--- config.mk ---
export PLATFORM = sky130hd
export DESIGN_NAME = tlw_tap_timer
export DESIGN_NICKNAME = d
export VERILOG_FILES = /design/src/tlw_pkg.sv /design/src/tlw_step_tick.sv /design/src/tlw_tap_timer.sv
export SDC_FILE = /design/constraint.sdc
export NUM_CORES = 1
export LEC_CHECK = 0
export BUFFER_PORTS_ARGS = -buffer_cell sky130_fd_sc_hd__buf_2
export CORE_MARGIN = 2
export CORE_UTILIZATION = 50
export DETAILED_ROUTE_END_ITERATION = 12
export GPL_ROUTABILITY_DRIVEN = 0
export MAX_ROUTING_LAYER = met4
export PLACE_DENSITY_LB_ADDON = 0.2
export SETUP_SLACK_MARGIN = 0.5
export SYNTH_ARGS = -nofsm -noshare
export SYNTH_HDL_FRONTEND = slang
export SYNTH_HIERARCHICAL = 1
export SYNTH_SLANG_ARGS = --single-unit
--- constraint.sdc ---
create_clock -name i_clk -period 4.5 [get_ports i_clk]
set_clock_uncertainty 0.2 [all_clocks]
set_input_delay 0.225 -clock i_clk [delete_from_list [all_inputs] [get_ports i_clk]]
set_output_delay 0.225 -clock i_clk [all_outputs]
set_load 0.05 [all_outputs]
--- src/tlw_pkg.sv ---
/*
 * Shared constants and types for the tap latency and second-tap window timer.
 * Assumes a 100 MHz system clock and an 8-bit register port from the serial front end.
 */
package tlw_pkg;

    // ========================================================================
    // Clock and timing
    // ========================================================================
    localparam int CLK_PERIOD_NS = 10;
    // Finest step of the tap timing, the pulse width step at the fastest rate with the filter off.
    localparam int BASE_STEP_NS = 625000;
    localparam int BASE_STEP_CYCLES = BASE_STEP_NS / CLK_PERIOD_NS;
    // Wide enough for the base step shifted by the largest step shift of eight.
    localparam int PRESCALE_W = 24;
    localparam int SHIFT_W = 4;
    localparam int COUNT_W = 8;

    // ========================================================================
    // Register map
    // ========================================================================
    localparam logic [7:0] SECOND_TAP_WINDOW_ADDR = 8'h28;
    localparam logic [7:0] SECOND_TAP_WINDOW_RST = 8'h00;
    localparam logic [7:0] READ_ZERO = 8'h00;

    // ========================================================================
    // Rate and mode encodings
    // ========================================================================
    localparam logic [2:0] ODR_800 = 3'h0;
    localparam logic [2:0] ODR_400 = 3'h1;
    localparam logic [2:0] ODR_200 = 3'h2;
    localparam logic [2:0] ODR_100 = 3'h3;
    localparam logic [2:0] ODR_50 = 3'h4;
    localparam logic [2:0] ODR_12_5 = 3'h5;

    typedef enum logic [1:0] {
        MODE_NORMAL = 2'h0,
        MODE_LOW_NOISE_LOW_POWER = 2'h1,
        MODE_HIGH_RESOLUTION = 2'h2,
        MODE_LOW_POWER = 2'h3
    } tlw_mode_t;

    // Gray-coded along idle, latency, window, width.
    typedef enum logic [1:0] {
        ST_IDLE = 2'h0,
        ST_LATENCY = 2'h1,
        ST_WINDOW = 2'h3,
        ST_WIDTH = 2'h2
    } tlw_state_t;

    // ========================================================================
    // Step selection
    // ========================================================================
    // Width step as a power-of-two multiple of the base step; the latency and
    // window steps are always twice this. Enabling the filter is not a plain
    // doubling: in several modes it lengthens the step fourfold, so each filter
    // setting has a table of its own.
    function automatic logic [SHIFT_W-1:0] half_step_shift(input logic [2:0] output_sample_rate, input tlw_mode_t mode,
                                                           input logic filter_en);
        logic [SHIFT_W-1:0] r;
        logic [SHIFT_W-1:0] s;
        r = SHIFT_W'(output_sample_rate);
        s = 4'h0;
        if (filter_en) begin
            unique case (mode)
                MODE_HIGH_RESOLUTION: s = (output_sample_rate == ODR_800) ? 4'h1 : 4'h2;
                MODE_NORMAL: s = (output_sample_rate <= ODR_50) ? r + 4'h1 : 4'h5;
                MODE_LOW_NOISE_LOW_POWER: s = (output_sample_rate <= ODR_50) ? r + 4'h1 : 4'h7;
                MODE_LOW_POWER: begin
                    if (output_sample_rate <= ODR_50) s = r + 4'h1;
                    else if (output_sample_rate == ODR_12_5) s = 4'h7;
                    else s = 4'h8;
                end
            endcase
        end else begin
            unique case (mode)
                MODE_HIGH_RESOLUTION: s = 4'h0;
                MODE_NORMAL: begin
                    if (output_sample_rate <= ODR_400) s = 4'h0;
                    else if (output_sample_rate <= ODR_50) s = r - 4'h1;
                    else s = 4'h3;
                end
                MODE_LOW_NOISE_LOW_POWER: begin
                    if (output_sample_rate <= ODR_400) s = 4'h0;
                    else if (output_sample_rate <= ODR_50) s = r - 4'h1;
                    else s = 4'h5;
                end
                MODE_LOW_POWER: s = (output_sample_rate <= ODR_50) ? r : 4'h6;
            endcase
        end
        return s;
    endfunction

endpackage

--- src/tlw_step_tick.sv ---
/*
 * Programmable prescaler: one-cycle tick every (BASE_CYCLES << shift) clocks.
 * Assumes shift is stable while a timing sequence runs; restart realigns phase.
 */
`timescale 1ns/1ns
`default_nettype none

module tlw_step_tick #(
    parameter int CNT_W = 24,
    parameter int BASE_CYCLES = 62500
) (
    input wire logic i_clk,
    input wire logic i_rst,
    input wire logic i_restart,
    input wire logic [tlw_pkg::SHIFT_W-1:0] i_shift,
    output logic o_tick
);

    typedef struct packed {
        logic [CNT_W-1:0] cnt;
        logic tick;
    } tlw_tick_st_t;

    tlw_tick_st_t st_r;
    tlw_tick_st_t st_nxt;
    logic [CNT_W-1:0] reload;

    always_comb begin
        reload = (CNT_W'(BASE_CYCLES) << i_shift) - CNT_W'(1);
        st_nxt = st_r;
        st_nxt.tick = 1'b0;
        if (i_restart) begin
            st_nxt.cnt = reload;
        end else if (st_r.cnt == '0) begin
            st_nxt.cnt = reload;
            st_nxt.tick = 1'b1;
        end else begin
            st_nxt.cnt = st_r.cnt - CNT_W'(1);
        end
    end

    always_ff @(posedge i_clk) begin
        if (i_rst) begin
            st_r <= '0;
        end else begin
            st_r <= st_nxt;
        end
    end

    assign o_tick = st_r.tick;

endmodule

`default_nettype wire

--- src/tlw_tap_timer.sv ---
/*
 * Tap latency and second-tap window timer with its window register.
 * Assumes the pulse detector delivers one-cycle start/end strobes, synchronous to i_clk,
 * and that rate, mode and filter settings only change while the timer is idle.
 */
`timescale 1ns/1ns
`default_nettype none

module tlw_tap_timer #(
    parameter int BASE_STEP_CYCLES = tlw_pkg::BASE_STEP_CYCLES,
    parameter int PRESCALE_W = tlw_pkg::PRESCALE_W
) (
    input wire logic i_clk,
    input wire logic i_rst,
    input wire logic [7:0] i_reg_addr,
    input wire logic i_reg_wr_en,
    input wire logic [7:0] i_reg_wdata,
    input wire logic i_reg_rd_en,
    output logic [7:0] o_reg_rdata,
    input wire logic [2:0] i_output_sample_rate,
    input wire logic [1:0] i_power_mode,
    input wire logic i_tap_filter_enable,
    input wire logic i_double_tap_enable,
    input wire logic [7:0] i_latency_limit,
    input wire logic [7:0] i_tap_time_limit,
    input wire logic i_first_pulse_detected,
    input wire logic i_pulse_start,
    input wire logic i_pulse_end,
    output logic o_latency_active,
    output logic o_window_open,
    output logic o_second_tap_detected,
    output logic o_second_tap_rejected
);

    // ========================================================================
    // State
    // ========================================================================
    typedef struct packed {
        tlw_pkg::tlw_state_t state;
        logic [7:0] latency_cnt;
        logic [7:0] window_cnt;
        logic [7:0] width_cnt;
        logic phase;
        logic [7:0] window_count_field;
        logic [7:0] rdata;
        logic latency_active;
        logic window_open;
        logic detected;
        logic rejected;
    } tlw_main_st_t;

    tlw_main_st_t st_r;
    tlw_main_st_t st_nxt;
    logic [tlw_pkg::SHIFT_W-1:0] shift;
    logic half_tick;
    logic step_tick;
    logic restart;

    // ========================================================================
    // Step timing
    // ========================================================================
    assign shift = tlw_pkg::half_step_shift(i_output_sample_rate, tlw_pkg::tlw_mode_t'(i_power_mode),
                                            i_tap_filter_enable);
    // The sequence starts with the first pulse, so the prescaler is realigned there
    // and the first latency step is a full step rather than a partial one.
    assign restart = (st_r.state == tlw_pkg::ST_IDLE) && i_first_pulse_detected;
    // Latency and window steps are two width steps.
    // The width count is not realigned at the second start, so its first step may be
    // short by up to one width step; the limit is therefore met to within one step.
    assign step_tick = half_tick && st_r.phase;

    tlw_step_tick #(
        .CNT_W(PRESCALE_W),
        .BASE_CYCLES(BASE_STEP_CYCLES)
    ) u_step_tick (
        .i_clk(i_clk),
        .i_rst(i_rst),
        .i_restart(restart),
        .i_shift(shift),
        .o_tick(half_tick)
    );

    // ========================================================================
    // Sequencer and register port
    // ========================================================================
    always_comb begin
        st_nxt = st_r;
        st_nxt.detected = 1'b0;
        st_nxt.rejected = 1'b0;
        if (half_tick) begin
            st_nxt.phase = ~st_r.phase;
        end

        unique case (st_r.state)
            tlw_pkg::ST_IDLE: begin
                if (i_first_pulse_detected) begin
                    st_nxt.phase = 1'b0;
                    st_nxt.latency_cnt = i_latency_limit;
                    st_nxt.state = tlw_pkg::ST_LATENCY;
                end
            end
            tlw_pkg::ST_LATENCY: begin
                // Pulse strobes are not looked at here at all.
                if (st_r.latency_cnt == 8'h00) begin
                    if (i_double_tap_enable && st_r.window_count_field != 8'h00) begin
                        st_nxt.window_cnt = st_r.window_count_field;
                        st_nxt.state = tlw_pkg::ST_WINDOW;
                    end else begin
                        st_nxt.state = tlw_pkg::ST_IDLE;
                    end
                end else if (step_tick) begin
                    st_nxt.latency_cnt = st_r.latency_cnt - 8'h01;
                end
            end
            tlw_pkg::ST_WINDOW: begin
                if (i_pulse_start) begin
                    st_nxt.width_cnt = i_tap_time_limit;
                    st_nxt.state = tlw_pkg::ST_WIDTH;
                end else if (st_r.window_cnt == 8'h00) begin
                    st_nxt.state = tlw_pkg::ST_IDLE;
                end else if (step_tick) begin
                    st_nxt.window_cnt = st_r.window_cnt - 8'h01;
                end
            end
            tlw_pkg::ST_WIDTH: begin
                // The window no longer matters once the start was seen.
                if (i_pulse_end && st_r.width_cnt != 8'h00) begin
                    st_nxt.detected = 1'b1;
                    st_nxt.state = tlw_pkg::ST_IDLE;
                end else if (st_r.width_cnt == 8'h00) begin
                    st_nxt.rejected = 1'b1;
                    st_nxt.state = tlw_pkg::ST_IDLE;
                end else if (half_tick) begin
                    st_nxt.width_cnt = st_r.width_cnt - 8'h01;
                end
            end
        endcase

        st_nxt.latency_active = (st_nxt.state == tlw_pkg::ST_LATENCY);
        st_nxt.window_open = (st_nxt.state == tlw_pkg::ST_WINDOW);

        if (i_reg_wr_en && i_reg_addr == tlw_pkg::SECOND_TAP_WINDOW_ADDR) begin
            st_nxt.window_count_field = i_reg_wdata;
        end
        if (i_reg_rd_en) begin
            st_nxt.rdata = (i_reg_addr == tlw_pkg::SECOND_TAP_WINDOW_ADDR) ? st_r.window_count_field
                                                                           : tlw_pkg::READ_ZERO;
        end
    end

    always_ff @(posedge i_clk) begin
        if (i_rst) begin
            st_r <= '0;
            st_r.state <= tlw_pkg::ST_IDLE;
            st_r.window_count_field <= tlw_pkg::SECOND_TAP_WINDOW_RST;
        end else begin
            st_r <= st_nxt;
        end
    end

    assign o_reg_rdata = st_r.rdata;
    assign o_latency_active = st_r.latency_active;
    assign o_window_open = st_r.window_open;
    assign o_second_tap_detected = st_r.detected;
    assign o_second_tap_rejected = st_r.rejected;

endmodule

`default_nettype wire

==> metrics.md <==
| Metric | Value |
|---|---|
| Area leader, netlist | dfxtp_1 |
| Skew-Pair Late Insertion Delay | 0.35 ns |
| Antenna diodes | 0 |
| Total power | 1.784 mW |
| Synth Area in Adders | 4.944% |
| PwrDens | 299.7 nW/um2 |
| Worst hold start | i_tap_time_limit[5] |
| Starting Density | 51.48% |
| Fmax | 262.0 MHz |
| Hold_ws | 0.02462 ns |
| Main combinational cell family by area after synthesis | simple AND/OR/NAND/NOR gates |
| Xor and xnor area share after synthesis | 4.779% |
| Critical Path Sink Type | flop |
| Yosys warns | 6 |
| CP Max Fanout | 9 |
| Avg Vias per Cell | 5.811 |
| Status | finished, final reports clean |
| First drt pass iteration count | 4 |
| Syn avg cell area | 8.240 um2 |
| Global router's overall resource usage | 23.18% |
| Post-CTS setup buffers | 0 |
| DRC viols | 0 |
| Required time of the critical path | 4.57 ns |
| Iteration-0 DRC Markers | 362 |
| Post-Synth Simple-Gate Area | 27.21% |
| VDD IR max | 0.1650 mV |
| Vias | 4817 |
| Most common cell after layout, fill and taps aside | dfxtp_1 |
| R2r worst-path depth | 6 |
| Layout cells sized above 1 | 21.36% |
| CP arrival | 3.88 ns |
| Area of the multi-input gates | 3550 um2 |
| Critical path, cell by cell | buf_2 > inv_1 > ha_1 > nor2b_1 > nor2b_1 > a31o_2 > a22o_1 > a21oi_1 > inv_1 > ha_1 > or3_1 > a211o_1 > a211oi_2 > o211ai_1 > or3_1 > a221oi_2 |
| Die Ht | 107.1 um |
| Fin util | 57.67% |
| Main area contributors after synthesis | dfxtp_1 27%, a21oi_1 5.4%, ha_1 4.9% |
| CTS buffer count | 9 |
| Type of origin of the critical path | input pin |
| Initial antenna violation count | 0 |
| Die Wd | 107.1 um |
| Synth top area share | 27.12% |
| Cell Area, Synth | 5315 um2 |
| Complex-gate fraction of the synthesized area | 25.68% |
| I/O pins | 58 |
| Vias in the first global route | 4535 |
| Min-Delay Endpoint | st_r[26] |
| Core area | 10320 um2 |
| Ys flop type | dfxtp_1 |
| Slew HR | 37.04% |
| Synth cell types | 83 |
| Crit. Startpoint | i_output_sample_rate[0] |
| Seq/Total Area, Yosys | 27.12% |
| Synthesized Nets | 712 |
| Fill cells | 934 |
| Final ANT Viol Nets | 0 |
| Crit share post-route | 84.83% |
| DPL Wire Length | 9237 um |
| Largest net degree at the start of global routing | 50 |
| CTS clk-pin slew, worst paths | 0.08 ns |
| Mux contribution to synthesized area | 3.154% |
| Asr flop ratio synth | 0% |
| Most frequent cells in the layout | 72 x dfxtp_1, 66 x nor2_1, 57 x buf_2 |
| Buffers on Ports | 57 |
| Total Routed Length | 12680 um |
| RSZ-0062 raised after global routing | true |
| Least-Margin Pin Slew | 0.9444 ns |
| Row cnt | 37 |
| Final hold vios | 0 |
| Number of max-cap violations | 0 |
| Slew Viols, Final | 0 |
| Worst slack at placement | 0.2706 ns |
| Storage cell area | 1441 um2 |
| First-pass GRT wire length | 21070 um |
| Hold crit path type | in -> reg |
| Routed len/inst | 15.29 um |
| Nets | 755 |
| Reg-to-reg startpoint | u_step_tick/st_r[11] |
| Setup_tns | 0 ns |
| Synthesis-to-layout area growth | 12.01% |
| Fin worst setup slack | 0.6828 ns |
| TritonCTS clock tree | yes |
| Slowest-stage cell, CP | or3_1 |
| Slowest Stage Delay on Critical Path | 0.36 ns |
| Total gr overflow | 0 |
| Clock Sink Count | 72 |
| Post-synth EDFFs | 0 |
| #FFs+latches synth | 72 |
| FF-to-FF setup slack | 1.56 ns |
| Post-layout min period | 3.817 ns |
| Static Leak | 2.352 nW |
| Die area | 11470 um2 |
| Final setup viols | 0 |
| Hold depth | 5 |
| Clk buf depth | 2 |
| WS Path Type | in -> reg |
| Crit Reg-Reg Endpoint | u_step_tick/st_r[7] |
| Synth Instances | 645 |
| CTS H-tree lvls | 3 |
| Root Buffer | clkbuf_8 |
-- registers in the layout, indices dropped and copies added (netlist names) --
register	flops
st_r	35
u_step_tick/st_r	24
o_reg_rdata	8
o_latency_active	1
o_second_tap_detected	1
o_second_tap_rejected	1
o_window_open	1
u_step_tick/o_tick	1
-- metal layers --
layer  up-vias  share of wire [%]  track usage, %
li1       2422                  -               -
met1      2278                 48           30.26
met2       100                 47           36.71
met3        17                3.8           3.891
met4         0                1.6           7.421
met5         -                  0               -
-- synthesized netlist by cell type (all sizes together), types with 5 or more instances --
master,number
buf,23
a21oi,58
a31oi,11
a221oi,8
a211oi,19
xor2,16
mux2i,10
o21ai,36
nor3b,11
clkbuf,27
or3,8
a311oi,5
and2,5
nand3,17
or2,10
xnor2,13
nor4,17
or4,5
nor3,17
nand2b,15
inv,25
nand2,42
dfxtp,72
ha,21
nor2,66
nor2b,17
-- stage by stage --
stage               instances  cell area [um2]
global placement          801             5614
floorplan                 645             5319
finish                    829             5953
global route              829             5953
CTS                       829             5929
detailed placement        801             5614
-- worst max-delay path by stage --
stage	cells past startpoint	slack [ns]	endpoint
3_5_place_dp	16	0.27	u_step_tick/st_r[20]
2_1_floorplan	16	0.52	u_step_tick/st_r[24]
4_1_cts	16	0.64	u_step_tick/st_r[20]
5_1_grt	16	0.51	u_step_tick/st_r[20]
3_3_place_gp	16	0.38	u_step_tick/st_r[20]
6_report	16	0.68	u_step_tick/st_r[20]
-- power by group --
group	switching [mW]	internal, mW	leakage, nW
Clock	0.260	0.256	0.0916
Sequential	0.0397	0.673	0.587
Combinational	0.326	0.230	1.67
-- critical path, delay by kind of cell --
| kind | cells | cell delay [ns] |
|---|---|---|
| adder cells (fa/ha/maj) | 2 | 0.60 |
| AO/OA/AOI/OAI | 7 | 1.72 |
| AND/OR/NAND/NOR | 4 | 1.00 |
| buffers and inverters | 3 | 0.36 |
-- timing repair --
item                                   CTS  global route
gates resized for setup                  0             4
endpoints found under the hold margin   12             0
setup endpoints to repair                0             6
hold buffers                            12             0
-- layout make-up --
type	count	share of cell area [%]
Tap cell	136	2.858
Clock buffer	9	2.081
Inverter	25	1.576
Timing Repair Buffer	82	8.449
Sequential cell	72	24.21
Clock inverter	7	1.198
Multi-Input combinational cell	498	59.63
-- cell families (layout without fill, tap and decap cells) --
| kind of cell | after synthesis | count (layout) |
|---|---|---|
| flip-flops | 72 | 72 |
| buffers and inverters | 75 | 123 |
| AND/OR/NAND/NOR | 251 | 251 |
| XOR/XNOR | 29 | 29 |
| adder cells (fa/ha/maj) | 21 | 21 |
| multiplexers | 14 | 14 |
| AO/OA/AOI/OAI | 183 | 183 |
Power figures use the tool's default switching activity.
